==> src/pkg/scr_defines.vh <==
// register map, field positions and reset values of the system control bank
`ifndef SCR_DEFINES_VH
`define SCR_DEFINES_VH

// ----------------------------------------------------------------------------
// register byte offsets
// ----------------------------------------------------------------------------
`define SCR_OFF_MISC_CONTROL_ZERO 8'h00
`define SCR_OFF_EXT_INTERRUPT_CONTROL 8'h04
`define SCR_OFF_COMPARATOR_REFERENCE_A 8'h08
`define SCR_OFF_COMPARATOR_REFERENCE_B 8'h0C
`define SCR_OFF_IRQ_STATUS 8'h10
`define SCR_OFF_IRQ_MASK 8'h14

// ----------------------------------------------------------------------------
// misc_control_zero fields
// ----------------------------------------------------------------------------
`define SCR_CMP2_OUT_INVERT_BIT 7
`define SCR_TIMER_ZERO_EXT_CLK_SELECT_BIT 6
`define SCR_PERIPH_CLK_PRESCALE_SELECT_BIT 3
`define SCR_LOW_VOLTAGE_FLAG_BIT 1
`define SCR_LOW_VOLTAGE_DETECT_ENABLE_BIT 0
`define SCR_MISC_CONTROL_ZERO_WR_MASK 8'hC9

// ----------------------------------------------------------------------------
// ext_interrupt_control fields
// ----------------------------------------------------------------------------
`define SCR_EXT_IRQ_INVERT_BIT 7
`define SCR_EXT_IRQ_SOURCE_SELECT_BIT 6
`define SCR_DEBOUNCE_MSB 5
`define SCR_DEBOUNCE_LSB 0
`define SCR_EXT_INTERRUPT_CONTROL_WR_MASK 8'hFF

// ----------------------------------------------------------------------------
// comparator reference fields
// ----------------------------------------------------------------------------
`define SCR_REF_HI_MSB 5
`define SCR_REF_HI_LSB 3
`define SCR_REF_LO_MSB 2
`define SCR_REF_LO_LSB 0
`define SCR_CMP3_OUT_INVERT_BIT 6
`define SCR_COMPARATOR_REFERENCE_A_WR_MASK 8'h3F
`define SCR_COMPARATOR_REFERENCE_B_WR_MASK 8'h7F

// ----------------------------------------------------------------------------
// interrupt status / mask layout
// ----------------------------------------------------------------------------
`define SCR_IRQ_LOW_VOLTAGE_BIT 0
`define SCR_IRQ_EXT_EDGE_BIT 1
`define SCR_IRQ_MASK_BITS 8'h03

// ----------------------------------------------------------------------------
// reset values and timing
// ----------------------------------------------------------------------------
`define SCR_CTRL_RESET 8'h00
`define SCR_DEBOUNCE_BYPASS 6'h00
`define SCR_AHB_TRANS_NONSEQ 2'h2

`endif

==> src/hdl/scr_system_control.v <==
// system control register bank with ahb-lite slave and select logic
`timescale 1ns/1ps
`default_nettype none
`include "scr_defines.vh"

// Operation
// - misc_control_zero bit7 inverts comparator 2 output
// - misc_control_zero bit6 picks timer clock: pin or interrupt
// - unimplemented bits read zero, writes ignored
// - misc_control_zero bit3 picks peripheral clock prescaler divisor
// - misc_control_zero bit1 read-only low voltage result
// - misc_control_zero bit0 enables low voltage detector
// - ext_interrupt_control bit7 inverts debounced external interrupt
// - ext_interrupt_control bit6 picks interrupt pin or comparator 0
// - comparator_reference_a bits5-3 comparator 2 second reference
// - comparator_reference_a bits2-0 comparator 1 reference
// - comparator_reference_b bit6 inverts comparator 3 output
// - comparator_reference_b bits5-3 comparator 3 reference
// - comparator_reference_b bits2-0 comparator 2 first reference
module scr_system_control #(
  parameter PCK_DIV0 = 2,
  parameter PCK_DIV1 = 4,
  parameter DIV_W = 8
) (
  input wire hclk,
  input wire hresetn,
  input wire hsel,
  input wire [31:0] haddr,
  input wire [1:0] htrans,
  input wire hwrite,
  input wire [2:0] hsize,
  input wire [31:0] hwdata,
  input wire hready,
  output reg [31:0] hrdata_q,
  output reg hreadyout_q,
  output reg hresp_q,
  input wire cmp0_output,
  input wire cmp2_raw,
  input wire cmp3_raw,
  input wire timer_zero_pin,
  input wire ext_irq_pin,
  input wire low_voltage_flag,
  output reg cmp2_out_q,
  output reg cmp3_out_q,
  output reg timer_zero_clk_q,
  output reg ext_interrupt_zero_q,
  output reg periph_clk_tick_q,
  output reg low_voltage_detect_enable_q,
  output reg [2:0] cmp1_ref_select_q,
  output reg [2:0] cmp2_ref_a_select_q,
  output reg [2:0] cmp2_ref_b_select_q,
  output reg [2:0] cmp3_ref_select_q,
  output reg irq_q
);

  // ----------------------------------------------------------------------------
  // declarations
  // ----------------------------------------------------------------------------
  reg [7:0] misc_control_zero_q;
  reg [7:0] ext_interrupt_control_q;
  reg [7:0] comparator_reference_a_q;
  reg [7:0] comparator_reference_b_q;
  reg [7:0] status_q;
  reg [7:0] status_d;
  reg [7:0] mask_q;
  reg [7:0] wr_addr_q;
  reg wr_pend_q;
  reg lv_seen_q;
  reg ext_prev_q;
  reg [DIV_W-1:0] div_cnt_q;
  reg [7:0] rd_val;
  reg [7:0] status_clr;
  wire addr_phase;
  wire addr_in_bank;
  wire [7:0] addr_lo;
  wire [7:0] wdata;
  wire irq_src;
  wire irq_clean;
  wire ext_int_d;
  wire [DIV_W-1:0] div_limit;
  wire [7:0] status_evt;
  wire lv_rise;
  wire ext_rise;

  assign addr_phase = hsel & hready & (htrans == `SCR_AHB_TRANS_NONSEQ);
  // upper address bits must be clear, else the access lands on an unmapped slot
  assign addr_in_bank = (haddr[31:8] == 24'h000000);
  assign addr_lo = addr_in_bank ? haddr[7:0] : 8'hFF;
  assign wdata = hwdata[7:0];

  // ----------------------------------------------------------------------------
  // ahb-lite slave: zero wait, always okay
  // ----------------------------------------------------------------------------
  always @(posedge hclk or negedge hresetn) begin
    if (!hresetn) begin
      hreadyout_q <= 1'b0;
      hresp_q <= 1'b0;
      wr_pend_q <= 1'b0;
      wr_addr_q <= 8'h00;
    end else begin
      hreadyout_q <= 1'b1;
      hresp_q <= 1'b0;
      wr_pend_q <= addr_phase & hwrite;
      if (addr_phase) begin
        wr_addr_q <= addr_lo;
      end
    end
  end

  // ----------------------------------------------------------------------------
  // read decode
  // ----------------------------------------------------------------------------
  // read value chosen in the address phase so hrdata is a flop in the data phase
  always @* begin
    rd_val = 8'h00;
    status_clr = 8'h00;
    if (addr_phase && !hwrite) begin
      case (addr_lo)
        `SCR_OFF_MISC_CONTROL_ZERO: begin
          rd_val = misc_control_zero_q;
        end
        `SCR_OFF_EXT_INTERRUPT_CONTROL: begin
          rd_val = ext_interrupt_control_q;
        end
        `SCR_OFF_COMPARATOR_REFERENCE_A: begin
          rd_val = comparator_reference_a_q;
        end
        `SCR_OFF_COMPARATOR_REFERENCE_B: begin
          rd_val = comparator_reference_b_q;
        end
        `SCR_OFF_IRQ_STATUS: begin
          rd_val = status_q;
          status_clr = status_q;
        end
        `SCR_OFF_IRQ_MASK: begin
          rd_val = mask_q;
        end
        default: begin
          rd_val = 8'h00;
        end
      endcase
    end
  end

  // ----------------------------------------------------------------------------
  // read data register
  // ----------------------------------------------------------------------------
  always @(posedge hclk or negedge hresetn) begin
    if (!hresetn) begin
      hrdata_q <= 32'h00000000;
    end else if (addr_phase) begin
      hrdata_q <= {24'h000000, rd_val};
    end
  end

  // ----------------------------------------------------------------------------
  // control registers
  // ----------------------------------------------------------------------------
  // a write in the data phase lands at the end of that phase
  always @(posedge hclk or negedge hresetn) begin
    if (!hresetn) begin
      misc_control_zero_q <= `SCR_CTRL_RESET;
      ext_interrupt_control_q <= `SCR_CTRL_RESET;
      comparator_reference_a_q <= `SCR_CTRL_RESET;
      comparator_reference_b_q <= `SCR_CTRL_RESET;
      mask_q <= 8'h00;
    end else begin
      // status bit follows the detector; software cannot write it
      misc_control_zero_q[`SCR_LOW_VOLTAGE_FLAG_BIT] <= low_voltage_flag &
        misc_control_zero_q[`SCR_LOW_VOLTAGE_DETECT_ENABLE_BIT];
      if (wr_pend_q) begin
        case (wr_addr_q)
          `SCR_OFF_MISC_CONTROL_ZERO: begin
            misc_control_zero_q[7:6] <= wdata[7:6];
            misc_control_zero_q[5:4] <= 2'h0;
            misc_control_zero_q[`SCR_PERIPH_CLK_PRESCALE_SELECT_BIT] <=
              wdata[`SCR_PERIPH_CLK_PRESCALE_SELECT_BIT];
            misc_control_zero_q[2] <= 1'b0;
            misc_control_zero_q[`SCR_LOW_VOLTAGE_DETECT_ENABLE_BIT] <=
              wdata[`SCR_LOW_VOLTAGE_DETECT_ENABLE_BIT];
          end
          `SCR_OFF_EXT_INTERRUPT_CONTROL: begin
            ext_interrupt_control_q <= wdata & `SCR_EXT_INTERRUPT_CONTROL_WR_MASK;
          end
          `SCR_OFF_COMPARATOR_REFERENCE_A: begin
            comparator_reference_a_q <= wdata & `SCR_COMPARATOR_REFERENCE_A_WR_MASK;
          end
          `SCR_OFF_COMPARATOR_REFERENCE_B: begin
            comparator_reference_b_q <= wdata & `SCR_COMPARATOR_REFERENCE_B_WR_MASK;
          end
          `SCR_OFF_IRQ_MASK: begin
            mask_q <= wdata & `SCR_IRQ_MASK_BITS;
          end
          default: begin
            mask_q <= mask_q;
          end
        endcase
      end
    end
  end

  // ----------------------------------------------------------------------------
  // external interrupt path
  // ----------------------------------------------------------------------------
  assign irq_src = ext_interrupt_control_q[`SCR_EXT_IRQ_SOURCE_SELECT_BIT] ? cmp0_output : ext_irq_pin;

  scr_debounce #(
    .CODE_W(6)
  ) u_debounce (
    .hclk(hclk),
    .hresetn(hresetn),
    .raw_in(irq_src),
    .code(ext_interrupt_control_q[`SCR_DEBOUNCE_MSB:`SCR_DEBOUNCE_LSB]),
    .clean_q(irq_clean)
  );

  assign ext_int_d = irq_clean ^ ext_interrupt_control_q[`SCR_EXT_IRQ_INVERT_BIT];

  // ----------------------------------------------------------------------------
  // peripheral clock prescaler
  // ----------------------------------------------------------------------------
  // emits a one-cycle tick rather than a gated clock, keeping one clock domain
  assign div_limit = misc_control_zero_q[`SCR_PERIPH_CLK_PRESCALE_SELECT_BIT] ?
    PCK_DIV1[DIV_W-1:0] : PCK_DIV0[DIV_W-1:0];

  always @(posedge hclk or negedge hresetn) begin
    if (!hresetn) begin
      div_cnt_q <= {DIV_W{1'b0}};
      periph_clk_tick_q <= 1'b0;
    end else if (div_cnt_q + 1'b1 >= div_limit) begin
      div_cnt_q <= {DIV_W{1'b0}};
      periph_clk_tick_q <= 1'b1;
    end else begin
      div_cnt_q <= div_cnt_q + 1'b1;
      periph_clk_tick_q <= 1'b0;
    end
  end

  // ----------------------------------------------------------------------------
  // select and steering outputs
  // ----------------------------------------------------------------------------
  always @(posedge hclk or negedge hresetn) begin
    if (!hresetn) begin
      cmp2_out_q <= 1'b0;
      cmp3_out_q <= 1'b0;
      timer_zero_clk_q <= 1'b0;
      ext_interrupt_zero_q <= 1'b0;
      low_voltage_detect_enable_q <= 1'b0;
      cmp1_ref_select_q <= 3'h0;
      cmp2_ref_a_select_q <= 3'h0;
      cmp2_ref_b_select_q <= 3'h0;
      cmp3_ref_select_q <= 3'h0;
    end else begin
      cmp2_out_q <= cmp2_raw ^ misc_control_zero_q[`SCR_CMP2_OUT_INVERT_BIT];
      cmp3_out_q <= cmp3_raw ^ comparator_reference_b_q[`SCR_CMP3_OUT_INVERT_BIT];
      timer_zero_clk_q <= misc_control_zero_q[`SCR_TIMER_ZERO_EXT_CLK_SELECT_BIT] ?
        ext_int_d : timer_zero_pin;
      ext_interrupt_zero_q <= ext_int_d;
      low_voltage_detect_enable_q <= misc_control_zero_q[`SCR_LOW_VOLTAGE_DETECT_ENABLE_BIT];
      cmp2_ref_b_select_q <= comparator_reference_a_q[`SCR_REF_HI_MSB:`SCR_REF_HI_LSB];
      cmp1_ref_select_q <= comparator_reference_a_q[`SCR_REF_LO_MSB:`SCR_REF_LO_LSB];
      cmp3_ref_select_q <= comparator_reference_b_q[`SCR_REF_HI_MSB:`SCR_REF_HI_LSB];
      cmp2_ref_a_select_q <= comparator_reference_b_q[`SCR_REF_LO_MSB:`SCR_REF_LO_LSB];
    end
  end

  // ----------------------------------------------------------------------------
  // interrupt status, mask and output
  // ----------------------------------------------------------------------------
  // events are rising edges, so a level that stays up sets its bit only once
  assign lv_rise = misc_control_zero_q[`SCR_LOW_VOLTAGE_FLAG_BIT] & ~lv_seen_q;
  assign ext_rise = ext_int_d & ~ext_prev_q;
  assign status_evt = {6'h00, ext_rise, lv_rise};

  // ----------------------------------------------------------------------------
  // status next value
  // ----------------------------------------------------------------------------
  // set beats the read-clear so an event in the clearing cycle survives
  always @* begin
    status_d = (status_q & ~status_clr) | status_evt;
  end

  // ----------------------------------------------------------------------------
  // status register and interrupt line
  // ----------------------------------------------------------------------------
  always @(posedge hclk or negedge hresetn) begin
    if (!hresetn) begin
      status_q <= 8'h00;
      lv_seen_q <= 1'b0;
      ext_prev_q <= 1'b0;
      irq_q <= 1'b0;
    end else begin
      status_q <= status_d;
      lv_seen_q <= misc_control_zero_q[`SCR_LOW_VOLTAGE_FLAG_BIT];
      ext_prev_q <= ext_int_d;
      irq_q <= |(status_d & mask_q);
    end
  end

endmodule // scr_system_control
`default_nettype wire

==> src/hdl/scr_debounce.v <==
// external interrupt debounce filter, one clock per code step
`timescale 1ns/1ps
`default_nettype none
`include "scr_defines.vh"

module scr_debounce #(
  parameter CODE_W = 6
) (
  input wire hclk,
  input wire hresetn,
  input wire raw_in,
  input wire [CODE_W-1:0] code,
  output reg clean_q
);

  reg [CODE_W-1:0] cnt_q;

  // ----------------------------------------------------------------------------
  // filter
  // ----------------------------------------------------------------------------
  // a level must hold for code cycles before it is passed on
  always @(posedge hclk or negedge hresetn) begin
    if (!hresetn) begin
      cnt_q <= {CODE_W{1'b0}};
      clean_q <= 1'b0;
    end else if (code == `SCR_DEBOUNCE_BYPASS) begin
      cnt_q <= {CODE_W{1'b0}};
      clean_q <= raw_in;
    end else if (raw_in == clean_q) begin
      cnt_q <= {CODE_W{1'b0}};
    end else if (cnt_q + 1'b1 >= code) begin
      cnt_q <= {CODE_W{1'b0}};
      clean_q <= raw_in;
    end else begin
      cnt_q <= cnt_q + 1'b1;
    end
  end

endmodule // scr_debounce
`default_nettype wire

==> config.mk <==
export PLATFORM = sky130hd
export DESIGN_NAME = scr_system_control
export DESIGN_NICKNAME = d
export VERILOG_FILES = /design/src/hdl/scr_system_control.v /design/src/hdl/scr_debounce.v
export VERILOG_INCLUDE_DIRS = /design/src /design/src/pkg
export SDC_FILE = /design/constraint.sdc
export NUM_CORES = 1
export LEC_CHECK = 0
export BUFFER_PORTS_ARGS = -buffer_cell sky130_fd_sc_hd__buf_2
export CORE_ASPECT_RATIO = 0.8
export CORE_MARGIN = 2
export CORE_UTILIZATION = 46
export DETAILED_ROUTE_END_ITERATION = 16
export GPL_ROUTABILITY_DRIVEN = 0
export HOLD_SLACK_MARGIN = 0.1
export PLACE_DENSITY = 0.74
export SLEW_MARGIN = 15
export SYNTH_ARGS = -nofsm -noshare
export SYNTH_HDL_FRONTEND = slang
export SYNTH_HIERARCHICAL = 1
export SYNTH_SLANG_ARGS = --single-unit
==> constraint.sdc <==
create_clock -name hclk -period 2.2 [get_ports hclk]
set_input_delay 0.33 -clock hclk [delete_from_list [all_inputs] [get_ports hclk]]
set_output_delay 0.33 -clock hclk [all_outputs]
set_load 0.02 [all_outputs]
==> flow_summary_export.csv <==
group,metric,value,unit
routing,avgRoutedWirePerCell,14.8,um
clock_tree,htreeDepth,3,
placement,portBuffers,80,
logic_synthesis,synth_top_family_by_area,"simple AND/OR/NAND/NOR gates",
cells_and_area,nNetsFinal,528,
cells_and_area,fin_area,4820,um2
logic_synthesis,avgSynthCellArea,12.0,um2
global_routing,grt_pass1_vias,2642,
logic_synthesis,ys_types,53,
placement,dp_hpwl,6.18,mm
critical_path,cp_data_required_time,2.45,ns
logic_synthesis,async_flop_share,1.00,
critical_path,crit_fanout,3,
clock_tree,cts_tree,"built",
die,fp-row-count,30,
logic_synthesis,ys_ff_latch,89,
logic_synthesis,yosys.area_share.xor_xnor,0.0196,
clock_tree,cts.sinks,89,
cells_and_area,seq_area,2230,um2
routing,dr.first_iter.drc_count,102,
power_and_ir_drop,ir_worst_vdd,350,uV
routing,dr.pass1.iters,4,
sta,worst_clock_skew,0.00679,ns
critical_path,cpLargestDelayFamily,"simple AND/OR/NAND/NOR gates",
global_routing,antenna_found_initial,0,
clock_tree,cts.clk_slew.worst_paths,0.08,ns
sta,maxSlewHeadroom,0.629,
cells_and_area,antenna_cells,0,
clock_tree,clk_latency,0.36,ns
sta,fmax,0.460,GHz
power_and_ir_drop,p_leak,2.35,nW
logic_synthesis,synth_area,4020,um2
hold_path,min-delay-path-class,"in -> reg",
critical_path,cp_num_buf_inv,1,
sta,layout_setup_ws,0.0282,ns
placement,place_area,4570,um2
sta,setup_viol,0,
routing,drc,0,
die,top_level_ports,133,
logic_synthesis,synth_cells,334,
sta,finalHoldWorstSlack,0.141,ns
critical_path,slowest_stage,"or4_4",
global_routing,grt_max_degree,54,
outcome,status,"finished, final reports clean",
sta,rsz0062_at_grt,"yes",
cells_and_area,area_delta_synth_final,19.9,%
sta,final-hold-violation-count,0,
routing,vias,2792,
power_and_ir_drop,powerDensity,647,nW/um2
critical_path,cpPeakStageDelay,0.54,ns
clock_tree,ctsLongestPathBuffers,2,
logic_synthesis,muxShareOfSynthArea,0.105,
die,die_h,87.6,um
logic_synthesis,synth_compound_gate_area_share,0.0747,
critical_path,critPathCaptureType,"flip-flop",
sta,worstMarginPinSlew,0.555,ns
clock_tree,cts_root_buf,"clkbuf_8",
logic_synthesis,synth_top_area_share,0.554,
global_routing,gr-usage-all-layers,0.185,
logic_synthesis,synth_top_area_cell,"dfrtp_1",
sta,setup_tns,0,ns
sta,report.final.slew_viol_count,0,
logic_synthesis,ys_top_cells_by_area,"dfrtp_1 55%, mux2_2 7.8%, buf_4 4.7%",
logic_synthesis,ys_seq_area_frac,0.554,
sta,min_period_over_period,0.987,
critical_path,path_cells,"or4_4, or3_4, nor3b_4, buf_4, mux2_2",
cells_and_area,multi_input_area,1660,um2
logic_synthesis,yosysWarnings,6,
die,start_util,0.474,
sta,period_needed,2.17,ns
run,drv_cap,0,
critical_path,critPathKind,"reg -> reg",
logic_synthesis,yosys.area_share.simple,0.149,
routing,ant_nets,0,
global_routing,grt_overflow,0,
routing,via_per_inst,5.03,
critical_path,critPathArrivalTime,2.42,ns
cells_and_area,drive_gt1_frac,0.339,
die,die_w,109,um
die,die_area,9510,um2
routing,wirelength,8.20,mm
cells_and_area,num-fill-cells,737,
critical_path,crit_path_start_kind,"flip-flop",
logic_synthesis,synth-edff-count,0,
global_routing,grt_pass1_wl,13.1,mm
clock_tree,cts-buffers-inserted,9,
placement,pre_cts_slack,-0.000118,ns
die,core-area,8480,um2
logic_synthesis,ys.flop_type,"dfrtp_1",
logic_synthesis,synthAdderAreaFrac,0.0311,
==> logic make-up after synthesis <==
logic type                 count (synthesis)
other                                      2
AOI/OAI and AO/OA                         44
xor gates and xnor gates                   9
adders and majority gates                 10
buffers and inverters                     44
and+or+nand+nor                          100
DFF                                       89
muxes                                     36
==> where the power goes <==
part / leakage, nW / switching (W) / internal [W] / total, W
Sequential: 1.12 / 0.0000312 / 0.00168 / 0.00171
Combinational: 1.13 / 0.000166 / 0.0000974 / 0.000263
Clock: 0.103 / 0.000556 / 0.000587 / 0.00114
Total: 2.35 / 0.000753 / 0.00236 / 0.00312
==> what timing repair did <==
item,in CTS,in global routing
gates cloned,0,0
endpoints found under the hold margin,36,0
buffers inserted,0,1
hold buffers,1,0
gates resized for setup,1,5
setup endpoints to repair,4,19
pin swaps,0,2
==> Yosys cell counts (all sizes together) (5+ instances only) <==
library cell and n:
dfrtp 89, mux2 29, buf 26, nor2 24
a21oi 13, inv 13, nand2 13, nor2b 13
o21ai 11, ha 10, nor4 10, nand3 6
nor3 6, clkbuf 5, mux2i 5, or3 5
xor2 5
==> placed cells by master (no fill, tap or decap), drive strengths merged, types with 4 or more instances in the layout <==
| master | n |
|---|---|
| buf | 94 |
| dfrtp | 89 |
| conb | 31 |
| mux2 | 29 |
| nor2 | 24 |
| inv | 13 |
| nand2 | 13 |
| nor2b | 13 |
| a21oi | 13 |
| clkbuf | 12 |
| o21ai | 11 |
| ha | 10 |
| nor4 | 10 |
| nor3 | 6 |
| nand3 | 6 |
| xor2 | 5 |
| mux2i | 5 |
| or3 | 5 |
| xnor2 | 4 |
| nand3b | 4 |
| a222oi | 4 |
| or4 | 4 |
==> path summary, 6_finish.rpt <==
kind / slack [ns] / end / start / depth (start not counted)
max reg2reg: 0.03 / comparator_reference_a_q[0] / wr_addr_q[1] / 5
min: 0.14 / cmp2_out_q / cmp2_raw / 2
max in group asynchronous: 1.11 / wr_pend_q / hresetn / 3
min reg2reg: 0.40 / cmp2_ref_a_select_q[1] / comparator_reference_b_q[1] / 0
min in group asynchronous: 0.46 / div_cnt_q[0] / hresetn / 2
max: 0.03 / comparator_reference_a_q[0] / wr_addr_q[1] / 5
==> state kept, by name, indices dropped and copies added, names as in the netlist, 2 cells and up <==
register                  flops
cmp1_ref_select_q             3
cmp2_ref_a_select_q           3
cmp2_ref_b_select_q           3
cmp3_ref_select_q             3
comparator_reference_a_q      6
comparator_reference_b_q      7
div_cnt_q                     8
ext_interrupt_control_q       8
hrdata_q                      8
mask_q                        2
misc_control_zero_q           5
status_q                      8
u_debounce/cnt_q              6
wr_addr_q                     8
==> metal layers <==
layer	share of wire	vias up	routed length (um)	track usage
met1	0.46	1370	3780	0.249
met5	0	-	0	0
li1	-	1340	-	-
met4	0.0098	0	80	0.0629
met2	0.47	74	3880	0.291
met3	0.056	8	457	0.0536
==> stage by stage <==
| step | power (W) | cells | util |
|---|---|---|---|
| 2_1_floorplan | 0.00190 | 363 | - |
| 3_3_place_gp | 0.00200 | 537 | 0.539 |
| 3_5_place_dp | 0.00201 | 537 | 0.539 |
| 4_1_cts | 0.00315 | 554 | 0.565 |
| 5_1_grt | 0.00325 | 555 | 0.568 |
| 6_report | 0.00312 | 555 | 0.568 |
==> area by class of cell <==
class,instances,area share
clock inverter,4,0.0106
sequential,89,0.462
inverter,13,0.0101
clock buffer,12,0.0322
tap,112,0.0291
timing repair buffer,95,0.111
multi-input combinational,230,0.345
No activity file was read; power rests on OpenSTA's default activity.
